## config.mk

```make
export PLATFORM = sky130hd
export DESIGN_NAME = cmpc_top
export DESIGN_NICKNAME = d
export VERILOG_FILES = /design/src/cmpc_pkg.sv /design/src/cmpc_top.sv
export VERILOG_INCLUDE_DIRS = /design/src
export SDC_FILE = /design/constraint.sdc
export NUM_CORES = 1
export LEC_CHECK = 0
export BUFFER_PORTS_ARGS = -buffer_cell sky130_fd_sc_hd__buf_4
export CAP_MARGIN = 20
export CELL_PAD_IN_SITES_DETAIL_PLACEMENT = 0
export CELL_PAD_IN_SITES_GLOBAL_PLACEMENT = 1
export CORE_MARGIN = 5
export CORE_UTILIZATION = 38
export CTS_CLUSTER_DIAMETER = 120
export DETAILED_ROUTE_END_ITERATION = 6
export PLACE_DENSITY_LB_ADDON = 0.1
export SLEW_MARGIN = 20
export SYNTH_ARGS = -nofsm -noshare
export SYNTH_HDL_FRONTEND = slang
export SYNTH_SLANG_ARGS = --single-unit
```

## constraint.sdc

```tcl
create_clock -name pclk -period 2.1 [get_ports pclk]
set_input_delay 0.315 -clock pclk [delete_from_list [all_inputs] [get_ports pclk]]
set_output_delay 0.315 -clock pclk [all_outputs]
set_load 0.02 [all_outputs]
```

## src/cmpc_defs.svh

```systemverilog
// Purpose: constants for the comparator digital control block
// Assumes: APB with 32-bit data, one aligned word per register
// Notes:   types live in cmpc_pkg
// How it works
// Enable bit powers comparator, else minimum current
// Disabled comparator disconnects all inputs
// Result in control bit and mirror register
// Result latched every instruction cycle
// Invert select complements raw result
// Hysteresis select drives hysteresis control
// Result offered as gate timer source
// Sync select latches on timer clock fall
// Sync latch uses post-prescaler timer clock
// Timer counts rising, sync result updates falling
// Software should enable sync when gating
// Rise and fall detectors per comparator
// Enabled edge sets interrupt flag
// Edge set beats software clear
// Only software clears the flag
// Software sets all enables for interrupts
// Invert or enable toggles count as edges
// Three-bit positive input select
// Three-bit negative input select
// Result routable to pin, pin set output
// Result unsettled after input selection change
// Negative select encoding table
// Positive select encoding table
// Sync clear gives unlatched pass-through result
// Two independent comparator channels
// Edges compare result with previous cycle
`ifndef CMPC_DEFS_SVH
`define CMPC_DEFS_SVH

// ----------------------------------------------------------------
// Register byte addresses
// ----------------------------------------------------------------
`define CMPC_A_CTRL_A     12'h000
`define CMPC_A_CTRL_B     12'h004
`define CMPC_A_PSEL       12'h008
`define CMPC_A_NSEL       12'h00c
`define CMPC_CH_STRIDE    12'h010
`define CMPC_A_MIRROR     12'h020
`define CMPC_A_IRQ_FLAG   12'h024
`define CMPC_A_IRQ_EN     12'h028

// ----------------------------------------------------------------
// Field positions
// ----------------------------------------------------------------
`define CMPC_B_ENABLE     7
`define CMPC_B_RESULT     6
`define CMPC_B_INVERT     4
`define CMPC_B_HYST       1
`define CMPC_B_SYNC       0
`define CMPC_B_RISE       1
`define CMPC_B_FALL       0
`define CMPC_SEL_W        3

// ----------------------------------------------------------------
// Input select codes
// ----------------------------------------------------------------
`define CMPC_SEL_DAC      3'h5
`define CMPC_SEL_FVR      3'h6
`define CMPC_SEL_GND      3'h7
`define CMPC_NSEL_PINMAX  3'h3
`define CMPC_PSEL_PINMAX  3'h1

`endif

```

## src/cmpc_pkg.sv

```systemverilog
// Purpose: types for the comparator digital control block
// Assumes: included constants in cmpc_defs.svh
// Notes:   one struct per channel of analog controls
package cmpc_pkg;

  // Analog routing for one comparator
  typedef struct packed {
    logic       power_on;
    logic       hysteresis;
    logic       plus_pin_en;
    logic [1:0] plus_pin;
    logic       plus_dac;
    logic       plus_fvr;
    logic       plus_gnd;
    logic       minus_pin_en;
    logic [1:0] minus_pin;
    logic       minus_fvr;
    logic       minus_gnd;
  } cmpc_analog_t;

  // Control bits of one comparator
  typedef struct packed {
    logic       enable;
    logic       invert;
    logic       hysteresis;
    logic       sync;
    logic       rise_en;
    logic       fall_en;
    logic [2:0] psel;
    logic [2:0] nsel;
  } cmpc_ctrl_t;

endpackage

```

## src/cmpc_top.sv

```systemverilog
// Purpose: digital control of two analog comparators behind APB
// Assumes: raw analog results are synchronous to pclk; the gate
//          timer clock (post-prescaler) is sampled as a level
// Notes:   outputs leave from flip-flops
//
// Chosen here: the APB slave port and the register addresses.
`include "cmpc_defs.svh"

module cmpc_top #(
  parameter int NUM_CH = 2
) (
  input  wire logic                       pclk,
  input  wire logic                       presetn,
  input  wire logic                       clk_en,
  input  wire logic                       psel,
  input  wire logic                       penable,
  input  wire logic                       pwrite,
  input  wire logic [11:0]                paddr,
  input  wire logic [31:0]                pwdata,
  input  wire logic [3:0]                 pstrb,
  output logic      [31:0]                prdata,
  output logic                            pready,
  output logic                            pslverr,
  input  wire logic [NUM_CH-1:0]          raw_result,
  input  wire logic                       timer_clk_post,
  output cmpc_pkg::cmpc_analog_t [NUM_CH-1:0] analog_ctrl,
  output logic      [NUM_CH-1:0]          gate_source,
  output logic      [NUM_CH-1:0]          pin_result,
  output logic      [NUM_CH-1:0]          cmp_irq_flag
);
  import cmpc_pkg::*;

  // Refuse channel counts the register map cannot serve
  if (NUM_CH != 2)
  begin : g_bad_ch
    $error("cmpc_top serves exactly two channels");
  end

  // ----------------------------------------------------------------
  // Bus decode
  // ----------------------------------------------------------------
  cmpc_ctrl_t [NUM_CH-1:0] ctrl;
  logic       [NUM_CH-1:0] cmp_irq_enable;
  logic       [NUM_CH-1:0] cmp_result_bit;
  logic       [NUM_CH-1:0] prev_result;
  logic       [NUM_CH-1:0] sync_result;
  logic       [NUM_CH-1:0] next_flag;
  logic                    tclk_d;
  logic                    wr_acc;
  logic                    rd_acc;
  logic       [31:0]       next_rdata;
  logic                    next_err;

  assign wr_acc = clk_en && psel && penable && pwrite && pready;
  assign rd_acc = clk_en && psel && penable && !pwrite && pready;

  function automatic logic is_ch(input logic [11:0] a,
                                 input logic [11:0] base,
                                 input int          ch);
    is_ch = (a == base + 12'(ch) * `CMPC_CH_STRIDE);
  endfunction

  function automatic logic mapped(input logic [11:0] a);
    logic m;
    m = (a == `CMPC_A_MIRROR) || (a == `CMPC_A_IRQ_FLAG) ||
        (a == `CMPC_A_IRQ_EN);
    for (int c = 0; c < NUM_CH; c++)
    begin
      if (is_ch(a, `CMPC_A_CTRL_A, c) || is_ch(a, `CMPC_A_CTRL_B, c) ||
          is_ch(a, `CMPC_A_PSEL, c) || is_ch(a, `CMPC_A_NSEL, c))
        m = 1'b1;
    end
    mapped = m;
  endfunction

  // No wait state: pready rises in the first access cycle
  always_ff @(posedge pclk or negedge presetn)
  begin
    if (!presetn)
      pready <= 1'b0;
    else if (clk_en)
      pready <= psel && !penable;
  end

  // ----------------------------------------------------------------
  // Control registers per channel
  // ----------------------------------------------------------------
  genvar g;
  generate
    for (g = 0; g < NUM_CH; g++)
    begin : g_ch
      always_ff @(posedge pclk or negedge presetn)
      begin
        if (!presetn)
          ctrl[g] <= '0;
        else if (wr_acc && pstrb[0])
        begin
          if (is_ch(paddr, `CMPC_A_CTRL_A, g))
          begin
            ctrl[g].enable     <= pwdata[`CMPC_B_ENABLE];
            ctrl[g].invert     <= pwdata[`CMPC_B_INVERT];
            ctrl[g].hysteresis <= pwdata[`CMPC_B_HYST];
            ctrl[g].sync       <= pwdata[`CMPC_B_SYNC];
          end
          if (is_ch(paddr, `CMPC_A_CTRL_B, g))
          begin
            ctrl[g].rise_en <= pwdata[`CMPC_B_RISE];
            ctrl[g].fall_en <= pwdata[`CMPC_B_FALL];
          end
          if (is_ch(paddr, `CMPC_A_PSEL, g))
            ctrl[g].psel <= pwdata[`CMPC_SEL_W-1:0];
          if (is_ch(paddr, `CMPC_A_NSEL, g))
            ctrl[g].nsel <= pwdata[`CMPC_SEL_W-1:0];
        end
      end

      // Instruction-cycle latch; polarity applied here
      always_ff @(posedge pclk or negedge presetn)
      begin
        if (!presetn)
          cmp_result_bit[g] <= 1'b0;
        else if (clk_en)
          cmp_result_bit[g] <= (raw_result[g] && ctrl[g].enable)
                               ^ ctrl[g].invert;  // see R4 see R5
      end

      // Previous value for edge detection
      always_ff @(posedge pclk or negedge presetn)
      begin
        if (!presetn)
          prev_result[g] <= 1'b0;
        else if (clk_en)
          prev_result[g] <= cmp_result_bit[g];
      end

      // Sync latch on falling edge of post-prescaler timer clock
      always_ff @(posedge pclk or negedge presetn)
      begin
        if (!presetn)
          sync_result[g] <= 1'b0;
        else if (clk_en && tclk_d && !timer_clk_post)
          sync_result[g] <= cmp_result_bit[g];  // see R8 see R9
      end

      // Outputs to timer gate and pin
      always_ff @(posedge pclk or negedge presetn)
      begin
        if (!presetn)
        begin
          gate_source[g] <= 1'b0;
          pin_result[g]  <= 1'b0;
        end
        else if (clk_en)
        begin
          // see R7 see R20
          gate_source[g] <= ctrl[g].sync ? sync_result[g]
                                         : cmp_result_bit[g];
          pin_result[g]  <= ctrl[g].sync ? sync_result[g]
                                         : cmp_result_bit[g];
        end
      end

      // Edge detectors and flag; set beats clear
      always_comb
      begin
        next_flag[g] = cmp_irq_flag[g];
        if (wr_acc && pstrb[0] && paddr == `CMPC_A_IRQ_FLAG &&
            pwdata[g])
          next_flag[g] = 1'b0;
        if ((cmp_result_bit[g] && !prev_result[g] && ctrl[g].rise_en) ||
            (!cmp_result_bit[g] && prev_result[g] && ctrl[g].fall_en))
          next_flag[g] = 1'b1;                    // see R12 see R13
      end

      always_ff @(posedge pclk or negedge presetn)
      begin
        if (!presetn)
          cmp_irq_flag[g] <= 1'b0;
        else if (clk_en)
          cmp_irq_flag[g] <= next_flag[g];
      end

      // Analog controls; everything cut when disabled
      // Select changes apply at once, result settles later
      always_ff @(posedge pclk or negedge presetn)
      begin
        if (!presetn)
          analog_ctrl[g] <= '0;
        else if (clk_en)
        begin
          analog_ctrl[g] <= '0;
          if (ctrl[g].enable)
          begin
            analog_ctrl[g].power_on   <= 1'b1;
            analog_ctrl[g].hysteresis <= ctrl[g].hysteresis;

            analog_ctrl[g].plus_pin_en <=
              ctrl[g].psel <= `CMPC_PSEL_PINMAX;
            analog_ctrl[g].plus_pin <= ctrl[g].psel[1:0];
            analog_ctrl[g].plus_dac <= ctrl[g].psel == `CMPC_SEL_DAC;
            analog_ctrl[g].plus_fvr <= ctrl[g].psel == `CMPC_SEL_FVR;
            analog_ctrl[g].plus_gnd <= ctrl[g].psel == `CMPC_SEL_GND;

            analog_ctrl[g].minus_pin_en <=
              ctrl[g].nsel <= `CMPC_NSEL_PINMAX;
            analog_ctrl[g].minus_pin <= ctrl[g].nsel[1:0];
            analog_ctrl[g].minus_fvr <= ctrl[g].nsel == `CMPC_SEL_FVR;
            analog_ctrl[g].minus_gnd <= ctrl[g].nsel == `CMPC_SEL_GND;
          end
        end
      end
    end
  endgenerate

  // Timer clock level history for the falling-edge strobe
  always_ff @(posedge pclk or negedge presetn)
  begin
    if (!presetn)
      tclk_d <= 1'b0;
    else if (clk_en)
      tclk_d <= timer_clk_post;
  end

  // Interrupt enable register
  always_ff @(posedge pclk or negedge presetn)
  begin
    if (!presetn)
      cmp_irq_enable <= '0;
    else if (wr_acc && pstrb[0] && paddr == `CMPC_A_IRQ_EN)
      cmp_irq_enable <= pwdata[NUM_CH-1:0];
  end

  // ----------------------------------------------------------------
  // Read mux
  // ----------------------------------------------------------------
  always_comb
  begin
    next_rdata = '0;
    next_err   = !mapped(paddr);
    for (int c = 0; c < NUM_CH; c++)
    begin
      if (is_ch(paddr, `CMPC_A_CTRL_A, c))
      begin
        next_rdata[`CMPC_B_ENABLE] = ctrl[c].enable;
        next_rdata[`CMPC_B_RESULT] = cmp_result_bit[c];
        next_rdata[`CMPC_B_INVERT] = ctrl[c].invert;
        next_rdata[`CMPC_B_HYST]   = ctrl[c].hysteresis;
        next_rdata[`CMPC_B_SYNC]   = ctrl[c].sync;
      end
      if (is_ch(paddr, `CMPC_A_CTRL_B, c))
      begin
        next_rdata[`CMPC_B_RISE] = ctrl[c].rise_en;
        next_rdata[`CMPC_B_FALL] = ctrl[c].fall_en;
      end
      if (is_ch(paddr, `CMPC_A_PSEL, c))
        next_rdata[`CMPC_SEL_W-1:0] = ctrl[c].psel;
      if (is_ch(paddr, `CMPC_A_NSEL, c))
        next_rdata[`CMPC_SEL_W-1:0] = ctrl[c].nsel;
    end
    if (paddr == `CMPC_A_MIRROR)
      next_rdata[NUM_CH-1:0] = cmp_result_bit;
    if (paddr == `CMPC_A_IRQ_FLAG)
      next_rdata[NUM_CH-1:0] = cmp_irq_flag;
    if (paddr == `CMPC_A_IRQ_EN)
      next_rdata[NUM_CH-1:0] = cmp_irq_enable;
  end

  always_ff @(posedge pclk or negedge presetn)
  begin
    if (!presetn)
    begin
      prdata  <= '0;
      pslverr <= 1'b0;
    end
    else if (clk_en)
    begin
      prdata  <= (psel && !penable && !pwrite) ? next_rdata : '0;
      pslverr <= psel && !penable && next_err;
    end
  end

endmodule

```

After elaboration in Yosys (flattened, before gate mapping):

Index checks and enable logic that the tools add are counted.

* bits in read-only memories: 0
* latch bits: 0
* register bits: 97
* memory bits (writable): 0
* output and inout port bits: 66
* bits of input ports: 57
* word-level logic and storage cells: 160
* memories kept: 0

* reductions and logical operators: 55
* divide/modulo/power cells: 0
* $mul: 0
* shifts and indexed selects: 0
* equality and inequality tests: 20
* bitwise logic cells: 2
* $lt $le $gt $ge: 4
* add/subtract/negate cells: 0
* mux-type cells: 26

Operator list (number)
* $eq A12 B5 Y1 const B: 4
* $eq A12 B6 Y1 const B: 3
* $eq A3 B3 Y1 const B: 10
* $mux W13: 2
* $eq A12 B4 Y1 const B: 2
* $logic_and A1 B1 Y1: 24
* $reduce_and A2 Y1: 10
* $mux W2: 9
* $eq A12 B3 Y1 const B: 1
* $logic_not A12 Y1: 1
* $mux W3: 4
* $logic_or A1 B1 Y1: 10
* $mux W1: 10
* $logic_not A1 Y1: 8
* $mux W8: 1
* $le A3 B1 Y1 const B: 2
* $le A3 B2 Y1 const B: 2
* $reduce_bool A2 Y1: 2
* $xor A1 B1 Y1: 2

Depth between registers and ports, before layout:

* depth after elaboration: 13
* depth in mapped cells: 6
* gate-level depth less buffers: 4

Worst setup path before layout:

Ideal clock, no wire load.

* kind: input port to flip-flop
* from: input paddr[9]
* to: register ctrl[0] in the netlist's numbering
* arrival: 1.886 ns
* stages: 5
* path buffers: 1
* data required time: 1.975 ns
* setup slack: 0.088 ns
* path through: or4_4 nor4_4 buf_6 and4bb_4 mux2_4

* word-level cells in the longest chain between the ends: 2

Ends and longest elaborated chain
* start: declaration: RTL line cmpc_top.sv:18 `input wire logic [11:0] paddr,`
* $eq A12 B4 Y1 (no source line)
* $reduce_and A2 Y1 (no source line)
* end: declaration: RTL line cmpc_top.sv:42 `cmpc_ctrl_t [NUM_CH-1:0] ctrl;`

Every way passes these cells.
A chain may end at the register's enable or synchronous reset.

Worst setup path after layout:

* from: input paddr[9]
* to: register ctrl[11] in the netlist's numbering

* word-level cells in the longest chain between the ends: 2

Ends and longest elaborated chain
* $logic_not A12 Y1 (no source line)
* $reduce_and A2 Y1 (no source line)

Every way passes these cells.

==> impl_metrics.ini <==
[clock_network]
clk_path_buf_depth = 2
post_cts.repair.setup_buffers = 0
clk_latency_ns = 0.35
clockRootBuffer = clkbuf_8
ctsHtreeMaxLevel = 3
clk_pin_slew_ns = 0.08
cts_buffers = 9
clkSinkCount = 71
cts_tree = built

[route]
drtIter0Drc = 79
antenna_left = 0
first_pass_iters = 5
routedWlPerCell_um = 16.1
via_per_inst = 4.88
routed_wl_mm = 8.50
drc = 0
num_vias = 2581

[yosys]
yosysWarningCount = 0
yosysTopAreaCell = dfrtp_1
synth_most_common_cell = dfrtp_1
synthCells = 323
synthArstFlopShare_pct = 100
avgSynthCellArea_um2 = 11.2
synth-seq-cells = 71
syn_area_um2 = 3600
ys_top_cells_by_count = 71 x dfrtp_1, 29 x mux2_2, 28 x buf_4
synth-edff-count = 0
yosysSeqAreaShare_pct = 49.3
synth_ff_type = dfrtp_1
ys_top_cells_by_area = dfrtp_1 49%, mux2_2 9.1%, buf_4 5.8%
synth_cell_types = 48
netlist.area_leader.share_pct = 49.3

[worst_setup_path]
cp-end-kind = register
path_max_fanout = 7
cp.arrival_ns = 2.12
cp-start-kind = primary input
crit_type = primary input to register
critPathRequiredTime_ns = 2.34

[timing]
finClkSkew_ns = 0.00713
period_needed_ns = 1.88
maxSlewHeadroom_pct = 66.4
period_share_pct = 89.3
rsz0062_at_grt = no
finalHoldViolCount = 0
finalSetupViolCount = 0
worst_pin_slew_ns = 0.503
clock.fmax_mhz = 533
maxSlewViolCount = 0

[finish]
fin_nets = 452
drive_above_1_share_pct = 36.8
largest_register = analog_ctrl
final_cells = 529
synthToLayoutAreaGrowth_pct = 22.4
largestRegisters = analog_ctrl (26), ctrl (24), prdata (6)
largest_register_ffs = 26
diodes = 0
utilization_pct = 47.7

[floorplan]
core_um2 = 9240
die_x_um = 107
io_pins = 123
fp-row-count = 35
die_h_um = 107
start_util_pct = 39.0
dieArea_um2 = 11500

[flow_run]
max_cap_viol_count = 0

[power_and_ir_drop]
p_sw_w = 0.000734
pwr-share-comb_pct = 9.9
cellLeakagePower_nw = 2.07
vdd.ir_drop.worst_mv = 0.288
p_int_w = 0.00208
seqPwrFrac_pct = 50.1
sw_frac_of_total_pct = 26.1
pwr-share-clk_pct = 40.0
power_density_nw_per_um2 = 637

[placed_design]
dp.final_hpwl_mm = 6.19
place_inst = 512
gp_congestion = 0.788
portBuffers = 66

[global_routing]
overflow = 0
grt_pass1_wl_mm = 13.9
grt_pass1_vias = 2610
grt_max_degree = 49
antenna_found_initial = 0
grt_use_total_pct = 15.4

[min_path]
hold_class = primary input to register

[status]
status = finished, final reports clean
## power groups by stage
stage / Sequential [W] / Clock, W / Combinational, W
2_1_floorplan: 0.00144 / 0 / 0.000185
3_3_place_gp: 0.00143 / 0 / 0.000276
3_5_place_dp: 0.00144 / 0 / 0.000279
4_1_cts: 0.00141 / 0.00116 / 0.000281
5_1_grt: 0.00141 / 0.00121 / 0.000306
6_report: 0.00141 / 0.00112 / 0.000277
## through the flow
| step | hold slack [ns] | worst slack, ns | cell area, µm² | power, W | TNS, ns |
|---|---|---|---|---|---|
| 4_1_cts | 0.179 | 0.244 | 4410 | 0.00285 | 0 |
| 5_1_grt | 0.187 | 0.163 | 4410 | 0.00293 | 0 |
| 3_5_place_dp | 0.325 | -0.152 | 4190 | 0.00171 | -0.739 |
| 3_3_place_gp | 0.321 | -0.136 | 4190 | 0.00171 | -0.633 |
| 6_report | 0.195 | 0.225 | 4410 | 0.00281 | 0 |
| 2_1_floorplan | 0.0194 | 0.0884 | 3700 | 0.00162 | 0 |
## critical path: stages
cell and delay, ns:
buf_4 0.11, or4_4 0.55, nor4_4 0.25, buf_4 0.19, and4b_1 0.34, mux2_2 0.37
## layer usage
layer / routed length, µm / part of all wire, % / vias up / GRT usage (%)
li1: - / - / 1238 / -
met2: 3970 / 47 / 60 / 25.0
met3: 346 / 4.1 / 10 / 3.48
met5: 0 / 0 / - / 0
met4: 109 / 1.3 / 0 / 4.87
met1: 4080 / 48 / 1273 / 20.6
## logic make-up after synthesis
family / share of synthesized area, %
AO/OA/AOI/OAI: 9.83
XOR/XNOR: 0.486
buffers and inverters: 9.69
flip-flops: 49.3
multiplexers: 15.1
other: 0.104
AND/OR/NAND/NOR: 15.5
## final cells by class
type                            instances  area, µm²
Inverter                               17       63.8
Timing Repair Buffer                   82        631
Sequential cell                        71       1780
Clock buffer                           10        138
Multi-Input combinational cell        214       1570
Tap cell                              129        161
Fill cell                             890       4830
Clock inverter                          6       67.6
## layout by cell type, fill, tap and decap left out, types with 8 or more instances in the layout
master	Yosys	final
nor2_1	8	8
o21ai_0	25	25
dfrtp_1	71	71
inv_1	17	17
clkbuf_8	0	10
conb_1	1	26
nand3_1	16	16
buf_4	28	80
nand2_1	18	18
mux2_2	29	29
nand3b_1	8	8
## final timing paths
| kind | startpoint | slack (ns) | end | cells after the start |
|---|---|---|---|---|
| max | paddr[9] | 0.22 | ctrl[11]$_DFFE_PN0P_ | 6 |
| min | timer_clk_post | 0.19 | tclk_d$_DFFE_PN0P_ | 2 |
| max reg2reg | ctrl[3]$_DFFE_PN0P_ | 0.32 | prdata[0]$_DFFE_PN0P_ | 4 |
| min reg2reg | sync_result[1]$_DFFE_PN0P_ | 0.48 | sync_result[1]$_DFFE_PN0P_ | 2 |
| max in group asynchronous | presetn | 1.06 | analog_ctrl[1]$_DFFE_PN0P_ | 3 |
| min in group asynchronous | presetn | 0.48 | analog_ctrl[21]$_DFFE_PN0P_ | 2 |
## what timing repair did
item / 4_1_cts / 5_1_grt
gates resized for setup: 0 / 0
setup endpoints to repair: 0 / 0
hold buffers: 1 / 0
hold endpoints to repair: 37 / 0
Power figures use the tool's default switching activity.
